[config.mk]
export PLATFORM = sky130hd
export DESIGN_NAME = ctis_ctrl
export DESIGN_NICKNAME = d
export VERILOG_FILES = /design/src/ctis_ctrl.v
export VERILOG_INCLUDE_DIRS = /design/src /design/src/pkg
export SDC_FILE = /design/constraint.sdc
export NUM_CORES = 1
export LEC_CHECK = 0
export BUFFER_PORTS_ARGS = -buffer_cell sky130_fd_sc_hd__buf_4
export CAP_MARGIN = 20
export CORE_MARGIN = 1.5
export CORE_UTILIZATION = 33
export DETAILED_ROUTE_END_ITERATION = 12
export GPL_TIMING_DRIVEN = 0
export SLEW_MARGIN = 20
export SYNTH_ARGS = -nofsm -noshare
export SYNTH_HDL_FRONTEND = slang
export SYNTH_SLANG_ARGS = --single-unit
[constraint.sdc]
create_clock -name clk -period 3.8 [get_ports clk]
set_input_delay 0.76 -clock clk [delete_from_list [all_inputs] [get_ports clk]]
set_output_delay 0.76 -clock clk [all_outputs]
set_load 0.02 [all_outputs]
[src/pkg/ctis_map.vh]
// Register map, field positions, reset values and timing counts for the
// CPU throttle / idle / sleep controller.
// Assumes a byte-wide register port with small word addresses.
`ifndef CTIS_MAP_VH
`define CTIS_MAP_VH

// Register offsets (word addresses on the register port)
`define CTIS_ADDR_W          4
`define CTIS_OFF_REG_CTRL    4'h0
`define CTIS_OFF_THR_CTRL    4'h1
`define CTIS_OFF_STATUS      4'h2

// regulator_control fields
`define CTIS_REG_LP_BIT      1
`define CTIS_REG_RSVD_BIT    0
`define CTIS_REG_CTRL_RST    8'h01

// cpu_throttle_idle_control fields
`define CTIS_THR_IDLE_BIT    7
`define CTIS_THR_ACT_BIT     6
`define CTIS_THR_ROI_BIT     5
`define CTIS_THR_DOE_BIT     4
`define CTIS_THR_RATIO_HI    2
`define CTIS_THR_RATIO_LO    0
`define CTIS_THR_CTRL_RST    8'h00

// Status register fields
`define CTIS_ST_RUN_BIT      0
`define CTIS_ST_IDLE_BIT     1
`define CTIS_ST_SLEEP_BIT    2
`define CTIS_ST_WAKE_BIT     3
`define CTIS_ST_DBG_BIT      4

// Low-power wake stabilisation: 2000 ns at 40 ns a clock is 50 cycles
`define CTIS_LP_WAKE_CYC     8'h32

`endif

[src/ctis_ctrl.v]
// CPU throttle, idle and sleep control: register file, sleep/idle state
// machine, low-power wake delay and CPU clock-enable throttling.
// Assumes the CPU core gives one-cycle pulses for sleep, interrupt entry,
// return-from-interrupt and wake events, all synchronous to clk.
//
// Function
// RQ1 - Low-power bit set: regulator low-power in sleep
// RQ2 - Low-power bit clear: regulator normal in sleep
// RQ3 - Firmware keeps reserved regulator bit 0 set
// RQ4 - Unimplemented register bits read as zero
// RQ5 - Idle select set: sleep gates CPU only
// RQ6 - Idle select clear: sleep enters full sleep
// RQ7 - Throttle active: CPU runs at ratio rate
// RQ8 - Throttle inactive: CPU runs every cycle
// RQ9 - Recover bit clears throttle on interrupt entry
// RQ10 - Recover bit clear: entry leaves throttle alone
// RQ11 - Throttle-on-return sets throttle at return
// RQ12 - Ratio code n selects one in 2^(n+1)
// RQ13 - Debug forces full speed, stored bit kept
// RQ14 - Any enabled interrupt ends idle, select kept
// RQ15 - Watchdog in idle wakes, recover not applied
// RQ16 - Low-power wake inserts stabilisation delay
// RQ17 - Throttle enables one cycle per ratio group
`timescale 1ns/1ps
`include "ctis_map.vh"

module ctis_ctrl (
  // Clock and reset
  input  wire       clk,
  input  wire       rst,
  // Register port
  input  wire [3:0] reg_addr,
  input  wire [7:0] reg_wdata,
  input  wire       reg_wr,
  input  wire       reg_rd,
  output reg  [7:0] reg_rdata,
  // CPU core events
  input  wire       sleep_instr,
  input  wire       irq_entry,
  input  wire       return_from_interrupt_instr,
  input  wire       in_circuit_debug_entry,
  input  wire       irq_pending,
  input  wire       wdt_timeout,
  input  wire       ext_wake,
  // Clock enables and power controls
  output reg        cpu_clk_en,
  output reg        periph_clk_en,
  output reg        regulator_lowpower,
  output reg        wdt_reset_req,
  output reg        sleep_active,
  output reg        idle_active
);

  // One-hot sequencer states
  localparam [3:0] ST_RUN   = 4'b0001;
  localparam [3:0] ST_IDLE  = 4'b0010;
  localparam [3:0] ST_SLEEP = 4'b0100;
  localparam [3:0] ST_WAKE  = 4'b1000;

  localparam [7:0] WAKE_CYC = `CTIS_LP_WAKE_CYC;

  // Software fields of the two control registers, and the debug latch
  reg        lp_sel_q;
  reg        lp_sel_d;
  reg        idle_sel_q;
  reg        idle_sel_d;
  reg        thr_act_q;
  reg        thr_act_d;
  reg        roi_q;
  reg        roi_d;
  reg        doe_q;
  reg        doe_d;
  reg  [2:0] ratio_q;
  reg  [2:0] ratio_d;
  reg        dbg_q;
  reg        dbg_d;
  // Sleep / idle sequencer and throttle divider
  reg  [3:0] state_q;
  reg  [3:0] state_d;
  reg  [7:0] wake_cnt_q;
  reg  [7:0] wake_cnt_d;
  reg  [7:0] div_q;
  // Read data and the next values of the registered outputs
  reg  [7:0] rdata_d;
  reg        cpu_en_d;
  reg        periph_en_d;
  reg        lowpower_d;
  reg        wdt_req_d;
  reg        sleep_d;
  reg        idle_d;

  // Register port decode
  wire wr_reg = reg_wr && (reg_addr == `CTIS_OFF_REG_CTRL);
  wire wr_thr = reg_wr && (reg_addr == `CTIS_OFF_THR_CTRL);
  // Wake sources: ext_wake only ends full sleep, never idle
  wire idle_wake  = irq_pending || wdt_timeout;
  wire sleep_wake = idle_wake || ext_wake;

  // Mask of divider bits that must be zero to grant a CPU cycle
  function [7:0] ratio_mask;
    input [2:0] code;
    begin
      ratio_mask = (8'h02 << code) - 8'h01; // RQ12
    end
  endfunction

  // Full sleep and the low-power wake delay both stop the peripherals
  function dormant;
    input [3:0] st;
    begin
      dormant = (st == ST_SLEEP) || (st == ST_WAKE);
    end
  endfunction

  // One CPU grant per ratio group: it falls where the next divider value
  // has all masked bits clear; the peripherals still see every cycle.
  function grant_slot;
    input [7:0] div;
    input [2:0] code;
    begin
      grant_slot = ((div + 8'h01) & ratio_mask(code)) == 8'h00; // RQ17
    end
  endfunction

  // Throttle bit: write first, then hardware events override it, so an
  // entry or return in the same cycle as a write is not lost.
  always @* begin
    thr_act_d = thr_act_q; // RQ10
    if (wr_thr)
      thr_act_d = reg_wdata[`CTIS_THR_ACT_BIT];
    if (irq_entry && roi_q)
      thr_act_d = 1'b0; // RQ9
    else if (return_from_interrupt_instr && doe_q)
      thr_act_d = 1'b1; // RQ11
  end

  // Debug entry latches until reset. It only overrides the CPU enable;
  // the stored throttle bit stays as firmware or hardware left it.
  always @* begin
    dbg_d = dbg_q;
    if (in_circuit_debug_entry)
      dbg_d = 1'b1; // RQ13
  end

  // Plain software fields take the write data as it stands
  always @* begin
    lp_sel_d   = lp_sel_q;
    idle_sel_d = idle_sel_q;
    roi_d      = roi_q;
    doe_d      = doe_q;
    ratio_d    = ratio_q;
    if (wr_reg)
      lp_sel_d = reg_wdata[`CTIS_REG_LP_BIT]; // RQ1 RQ2
    if (wr_thr) begin
      idle_sel_d = reg_wdata[`CTIS_THR_IDLE_BIT]; // RQ5 RQ6
      roi_d      = reg_wdata[`CTIS_THR_ROI_BIT];
      doe_d      = reg_wdata[`CTIS_THR_DOE_BIT];
      ratio_d    = reg_wdata[`CTIS_THR_RATIO_HI:`CTIS_THR_RATIO_LO];
    end
  end

  always @(posedge clk) begin
    if (rst) begin
      lp_sel_q   <= 1'b0;
      idle_sel_q <= 1'b0;
      thr_act_q  <= 1'b0;
      roi_q      <= 1'b0;
      doe_q      <= 1'b0;
      ratio_q    <= 3'h0;
      dbg_q      <= 1'b0;
    end else begin
      lp_sel_q   <= lp_sel_d;
      idle_sel_q <= idle_sel_d;
      thr_act_q  <= thr_act_d;
      roi_q      <= roi_d;
      doe_q      <= doe_d;
      ratio_q    <= ratio_d;
      dbg_q      <= dbg_d;
    end
  end

  // Sleep / idle sequencing
  always @* begin
    state_d    = state_q;
    wake_cnt_d = wake_cnt_q;
    case (state_q)
      ST_RUN: begin
        if (sleep_instr) begin
          if (idle_sel_q)
            state_d = ST_IDLE; // RQ5
          else
            state_d = ST_SLEEP; // RQ6
        end
      end
      ST_IDLE: begin
        // Idle select is left as written so the next sleep re-enters idle
        if (idle_wake)
          state_d = ST_RUN; // RQ14 RQ15
      end
      ST_SLEEP: begin
        if (sleep_wake) begin
          if (lp_sel_q) begin
            state_d    = ST_WAKE; // RQ16
            wake_cnt_d = WAKE_CYC;
          end else begin
            // Normal regulator needs no settling time
            state_d = ST_RUN; // RQ2
          end
        end
      end
      ST_WAKE: begin
        // Regulator settling time runs out before the CPU restarts
        if (wake_cnt_q <= 8'h01)
          state_d = ST_RUN;
        wake_cnt_d = wake_cnt_q - 8'h01; // RQ16
      end
      default: state_d = ST_RUN;
    endcase
  end

  always @(posedge clk) begin
    if (rst) begin
      state_q    <= ST_RUN;
      wake_cnt_q <= 8'h00;
      div_q      <= 8'h00;
    end else begin
      state_q    <= state_d;
      wake_cnt_q <= wake_cnt_d;
      // Free-running clock cycle counter, counting through sleep too, paces the CPU grants
      div_q      <= div_q + 8'h01; // RQ17
    end
  end

  // Next values follow the next state so the enables change with it
  always @* begin
    // Debug wins over throttling but never over idle or sleep
    if (state_d != ST_RUN)
      cpu_en_d = 1'b0; // RQ5 RQ6
    else if (dbg_d || !thr_act_d)
      cpu_en_d = 1'b1; // RQ8 RQ13
    else
      cpu_en_d = grant_slot(div_q, ratio_q); // RQ7
    periph_en_d = !dormant(state_d); // RQ5
    lowpower_d  = (state_d == ST_SLEEP) && lp_sel_q; // RQ1 RQ2
    // Watchdog resets only outside idle and sleep; there it only wakes
    wdt_req_d   = wdt_timeout && (state_q == ST_RUN); // RQ15
    sleep_d     = dormant(state_d); // RQ6
    idle_d      = (state_d == ST_IDLE); // RQ5
  end

  // Outputs are registered so the clock gates see glitch-free enables
  always @(posedge clk) begin
    if (rst) begin
      cpu_clk_en         <= 1'b0;
      periph_clk_en      <= 1'b0;
      regulator_lowpower <= 1'b0;
      wdt_reset_req      <= 1'b0;
      sleep_active       <= 1'b0;
      idle_active        <= 1'b0;
    end else begin
      cpu_clk_en         <= cpu_en_d;
      periph_clk_en      <= periph_en_d;
      regulator_lowpower <= lowpower_d;
      wdt_reset_req      <= wdt_req_d;
      sleep_active       <= sleep_d;
      idle_active        <= idle_d;
    end
  end

  // Read data one cycle after the read strobe; zero otherwise
  always @* begin
    rdata_d = 8'h00;
    case (reg_addr)
      `CTIS_OFF_REG_CTRL: begin
        rdata_d[`CTIS_REG_LP_BIT]   = lp_sel_q;
        rdata_d[`CTIS_REG_RSVD_BIT] = 1'b1; // RQ3 RQ4
      end
      `CTIS_OFF_THR_CTRL: begin
        rdata_d[`CTIS_THR_IDLE_BIT] = idle_sel_q;
        rdata_d[`CTIS_THR_ACT_BIT]  = thr_act_q;
        rdata_d[`CTIS_THR_ROI_BIT]  = roi_q;
        rdata_d[`CTIS_THR_DOE_BIT]  = doe_q;
        rdata_d[`CTIS_THR_RATIO_HI:`CTIS_THR_RATIO_LO] = ratio_q; // RQ4
      end
      `CTIS_OFF_STATUS: begin
        rdata_d[`CTIS_ST_RUN_BIT]   = state_q[0];
        rdata_d[`CTIS_ST_IDLE_BIT]  = state_q[1];
        rdata_d[`CTIS_ST_SLEEP_BIT] = state_q[2];
        rdata_d[`CTIS_ST_WAKE_BIT]  = state_q[3];
        rdata_d[`CTIS_ST_DBG_BIT]   = dbg_q;
      end
      default: rdata_d = 8'h00;
    endcase
  end

  always @(posedge clk) begin
    if (rst)
      reg_rdata <= 8'h00;
    else if (reg_rd)
      reg_rdata <= rdata_d;
    else
      reg_rdata <= 8'h00;
  end

endmodule // ctis_ctrl

### Word-level counts from Yosys, hierarchy flattened

Cells that the tools add are included.

| word-level totals | value |
|---|---|
| RAM bits | 0 |
| output and inout port bits | 14 |
| input bits | 23 |
| bits in latches | 0 |
| memories kept | 0 |
| flip-flop bits (word level) | 43 |
| word-level logic and storage cells | 78 |
| bits in read-only memories | 0 |

| operators by class | value |
|---|---|
| order comparisons | 1 |
| multiplexer cells | 18 |
| div/mod/pow operators | 0 |
| eq/ne operators | 12 |
| $mul | 0 |
| shift-type cells | 1 |
| add/sub/neg operators | 3 |
| reductions and logical operators | 20 |
| bitwise gates (word level) | 4 |

Operator list:

| kind | number |
|---|---|
| 4-bit two-way mux | 5 |
| 8-bit two-way mux | 2 |
| 4-bit case mux with 4 select lines | 1 |
| 8-bit case mux with 2 select lines | 1 |
| 8-bit by 1-bit subtractor with 8-bit output, second input constant | 2 |
| 4-bit by 2-bit equality test with 1-bit output, second input constant | 3 |
| 8-bit by 1-bit adder with 8-bit output, second input constant | 1 |
| 8-bit AND | 1 |
| 4-bit by 1-bit equality test with 1-bit output, second input constant | 2 |
| 4-bit by 3-bit equality test with 1-bit output, second input constant | 2 |
| 4-bit equality test, second input constant | 2 |
| 8-bit by 1-bit less-or-equal comparator with 1-bit output, second input constant | 1 |
| 8-bit logical NOT | 1 |
| 2-bit by 3-bit << shifter with 8-bit output, first input constant | 1 |
| 1-bit logical AND | 6 |
| 2-bit case mux with 3 select lines | 1 |
| 3-bit OR reduction | 2 |
| 1-bit two-way mux | 5 |
| 4-bit logical NOT | 1 |
| 1-bit logical OR | 4 |
| 2-bit != test, second input constant | 2 |
| 4-bit by 1-bit != test with 1-bit output, second input constant | 1 |
| 1-bit case mux with 2 select lines | 2 |
| 2-bit OR reduction | 2 |
| other kinds (5) | 8 |

### Logic depth before layout (Yosys ltp)

| depth | value |
|---|---|
| depth in word-level cells | 8 |
| mapped depth | 9 |
| mapped depth without buffers | 8 |

### Least setup slack after synthesis

Ideal clock, no wire load.

| path | value |
|---|---|
| path kind | input to register |
| start | in wdt_timeout |
| end | reg regulator_lowpower |
| arrival | 2.007 ns |
| path slack | 1.733 ns |
| path buffers | 0 |
| required time | 3.740 ns |
| stages | 5 |
| setup time | 0.060 ns |
| path through | or3_1 -> and2_1 -> a222oi_1 -> and3b_1 -> and3_1 |

| between the ends | value |
|---|---|
| cells in the longest elaborated chain, start to end | 6 |
| elaborated cells on any way between the ends | 7 |
| those cells by class | eq/ne: 1; mux: 3; reduce/logical: 3 |

RTL lines:

| element | RTL line | RTL |
|---|---|---|
| start, declared | ctis_ctrl.v:43 | `input wire wdt_timeout,` |
| 1-bit logical OR (*) | ctis_ctrl.v:96 | `wire idle_wake = irq_pending \|\| wdt_timeout;` |
| 1-bit logical OR | ctis_ctrl.v:97 | `wire sleep_wake = idle_wake \|\| ext_wake;` |
| 4-bit two-way mux | ctis_ctrl.v:201 | `if (sleep_wake) begin` |
| 4-bit case mux with 4 select lines (*) | ctis_ctrl.v:186 | `case (state_q)` |
| 4-bit by 3-bit equality test with 1-bit output (*) | ctis_ctrl.v:244 | `lowpower_d = (state_d == ST_SLEEP) && lp_sel_q;` |
| 1-bit logical AND (*) | ctis_ctrl.v:244 |  |
| end signal, assigned | ctis_ctrl.v:263 | `regulator_lowpower <= lowpower_d;` |
| end, declared | ctis_ctrl.v:48 | `output reg regulator_lowpower,` |

Mark *: on every way between the ends. The rest lies on a longest branch, timed or not.
A chain may end at the register's enable or synchronous reset.

### Worst setup path in the final report

| path | value |
|---|---|
| start | reg ratio_q[2] |
| end | reg cpu_clk_en |

| between the ends | value |
|---|---|
| cells in the longest elaborated chain, start to end | 5 |

RTL lines:

| element | RTL line | RTL |
|---|---|---|
| start, declared | ctis_ctrl.v:73 | `reg [2:0] ratio_q;` |
| start signal, assigned | ctis_ctrl.v:177 | `ratio_q <= ratio_d;` |
| 2-bit by 3-bit << shifter with 8-bit output | ctis_ctrl.v:103 | `ratio_mask = (8'h02 << code) - 8'h01;` |
| 8-bit by 1-bit subtractor with 8-bit output | ctis_ctrl.v:103 |  |
| 8-bit AND | ctis_ctrl.v:121 | `grant_slot = ((div + 8'h01) & ratio_mask(code)) == 8'h00;` |
| 8-bit logical NOT | ctis_ctrl.v:121 |  |
| 1-bit two-way mux | ctis_ctrl.v:239 | `else if (dbg_d \|\| !thr_act_d)` |
| end signal, assigned | ctis_ctrl.v:261 | `cpu_clk_en <= cpu_en_d;` |
| end, declared | ctis_ctrl.v:46 | `output reg cpu_clk_en,` |

No other way between the ends.

==> metrics.txt <==
initial antenna violation count 0; DR vias/cell 4.83; Fmax achieved 0.442 GHz; Mapped Cells 208; worst-path fanout max 10; synthesized net count 235; # diodes 0; ys async rst share 0; Final Hold Violating Endpoints 0; post_cts resized 0; Slew @ Worst Pin 685 ps; post-synthesis adder-cell area fraction 0.0261; initial detailed-routing violation count 72; max cap viols 0; CP endpoint kind flip-flop; first-pass GRT wire length 6480 microns; Hold Crit Start thr_act_q$_SDFF_PP0_; most common cell in the netlist dfxtp_1; CP Launch Type flip-flop; full die area 0.00629 sq mm; unrepaired setup endpoints after global routing no; clock root buffer clkbuf_8; Starting Density 0.345; clk_lat worst skew 300 ps; chip height 79.3 microns; synthesized area per cell 9.23 sq um; WP data required 3960 ps; dpl hpwl 3000 microns; Nets 277; Synth top cells by count dfxtp_1, nor2_1, mux2i_1, a21oi_1, nand2_1; # fillers 576; Hold WC Path Type reg -> reg; Worst slew margin 0.542; core footprint 0.00557 sq mm; reg2reg end cpu_clk_en$_SDFF_PP0_; vias in the first global route 1420; row cnt 27; DR DRC count 0; launch point of the worst reg-to-reg path ratio_q[2]$_SDFFE_PP0P_; Port Buf Inserts 35; Worst Skew 10.3 ps; Worst R2R Setup Slack 1540 ps; Synth Area in Simple Gates 0.266; Primary FF master, synth dfxtp_1; worst path arrival time 2420 ps; final WL 3980 microns; CTS Buf Count 5; ANT nets after route 0; CTS tree built; multi-input logic area 995 sq um; WHS Endpoint reg_rdata[6]$_SDFF_PP0_; R2R depth 8; hold buffers post-CTS 0; Via Count 1561; Compound-Gate Fraction of Synth Area 0.123; setup_tns 0 ps; status completed; share of cells above drive strength 1 0.211; crit path kind reg -> reg; met2 Use GR 0.232; ranking of synthesized cells by area dfxtp_1, nor2_1, mux2i_1; largest net degree at the start of global routing 13; Pins Over Slew Limit 0; final setup fails 0; Final Critical Period 2260 ps; Sink Count 43; WHS 462 ps; Ys Warns 0; CTS H-tree depth 2; Synth-to-Final Area Change 23.6%; xor/xnor share of the synthesized area 0.0502; I/O Pins 37; register area 861 sq um; Clock Tree Buf Depth 2; P_leak 0.00102 uW; GRT Resource Usage Total 0.135; gr busiest metal met2; Max VDD drop 0.135 mV; clock slew at reported path FFs 80 ps; Hold Path Stages 1; number of synthesized register bits 43; router iterations before antenna repair 4; Placer Congestion 0.800; mux cell area share after synthesis 0.0521; met1 Track Usage GR 0.159; GR Layer Usage met3 0.0287; Chip Width 79.3 microns; unique cell type count in the Yosys netlist 50; post-CTS setup buffers 0; Synth top area share 0.448; number of synthesized flops with an enable pin 0; largest family of logic cells by synthesized area simple AND/OR/NAND/NOR gates; Yosys top cell by area dfxtp_1; total gr overflow 0; synthesized cell area 0.00192 sq mm; fin crit share 0.595; power per cell area 361 mW/mm^2; wire per inst 12.3 microns; sequential element share of the synthesized area 0.448
## kinds of logic (layout without fill, tap and decap cells)
| group | count (synthesis) | count (layout) |
|---|---|---|
| buffers and inverters | 15 | 58 |
| multiplexers | 10 | 10 |
| adder cells (fa/ha/maj) | 4 | 4 |
| XOR/XNOR | 11 | 11 |
| flip-flops | 43 | 43 |
| AO/OA/AOI/OAI | 34 | 34 |
| AND/OR/NAND/NOR | 91 | 91 |
## critical path: stages, from the launching register on
cell and delay [ps]:
dfxtp_1 310, clkbuf_1 200, or3_1 410, ha_1 280, or3b_2 460, a21oi_1 150, o22ai_1 80, nand4_1 130
a311oi_1 100
## metrics by stage
| stage | setup WS (ps) | cells | utilization | power [uW] | cell area (sq um) |
|---|---|---|---|---|---|
| after floorplan | 1730 | 208 | - | 517 | 1920 |
| after global placement | 1330 | 315 | 0.408 | 553 | 2270 |
| after detailed placement | 1310 | 315 | 0.408 | 554 | 2270 |
| after CTS | 1520 | 323 | 0.426 | 869 | 2370 |
| after global routing | 1420 | 323 | 0.426 | 896 | 2370 |
| final | 1540 | 323 | 0.426 | 857 | 2370 |
## flip-flops by register name, summed over array words and instances, names as in the netlist
name,count
idle_active,1
cpu_clk_en,1
reg_rdata,8
sleep_active,1
roi_q,1
wdt_reset_req,1
periph_clk_en,1
lp_sel_q,1
idle_sel_q,1
thr_act_q,1
ratio_q,3
state_q,4
regulator_lowpower,1
wake_cnt_q,8
doe_q,1
div_q,8
dbg_q,1
## area by class of cell
cell class,count,share of cell area
multi-input combinational,150,0.419
sequential,43,0.363
clock buffer,8,0.0422
inverter,7,0.0111
timing repair buffer,35,0.111
buffer,8,0.0163
tap,72,0.0380
## worst max-delay path by stage
stage | startpoint | to | slack [ps] | depth (start not counted)
CTS | ratio_q[2]$_SDFFE_PP0P_ | cpu_clk_en$_SDFF_PP0_ | 1520 | 8
finish | ratio_q[2]$_SDFFE_PP0P_ | cpu_clk_en$_SDFF_PP0_ | 1540 | 8
global placement | wdt_timeout | regulator_lowpower$_SDFF_PP0_ | 1330 | 6
detailed placement | wdt_timeout | regulator_lowpower$_SDFF_PP0_ | 1310 | 6
floorplan | wdt_timeout | regulator_lowpower$_SDFF_PP0_ | 1730 | 5
global route | ratio_q[2]$_SDFFE_PP0P_ | cpu_clk_en$_SDFF_PP0_ | 1420 | 8
## report_power, final
part	switching, uW	internal [uW]	total (uW)
Clock	149	166	315
Combinational	37.5	37.6	75.0
Sequential	6.57	461	467
Total	193	664	857
## per-layer routing
layer / up-vias / share of wire
li1: 822 / -
met1: 703 / 0.47
met2: 30 / 0.47
met3: 6 / 0.048
met4: 0 / 0.016
met5: - / 0
## cell usage in the layout (no fill, tap or decap), types with 2 or more instances in the layout
master    Yosys  layout
dfxtp_1      43      43
buf_4         0      35
nor2_1       33      33
mux2i_1      10      10
nand2_1       9       9
a21oi_1       9       9
xnor2_1       8       8
clkbuf_1      6       7
inv_1         7       7
nor3_1        7       7
clkbuf_8      0       7
nand3_1       5       5
o21ai_0       4       4
and2_1        4       4
nor2b_1       4       4
ha_1          4       4
or3_1         3       3
nor4b_1       3       3
and3_1        3       3
nand3b_1      3       3
a22oi_1       3       3
xor2_1        3       3
o21a_1        3       3
nor3b_1       2       2
nand4_1       2       2
o21ba_2       2       2
o211a_1       2       2
o22ai_1       2       2
No activity file was read; power rests on OpenSTA's default activity.
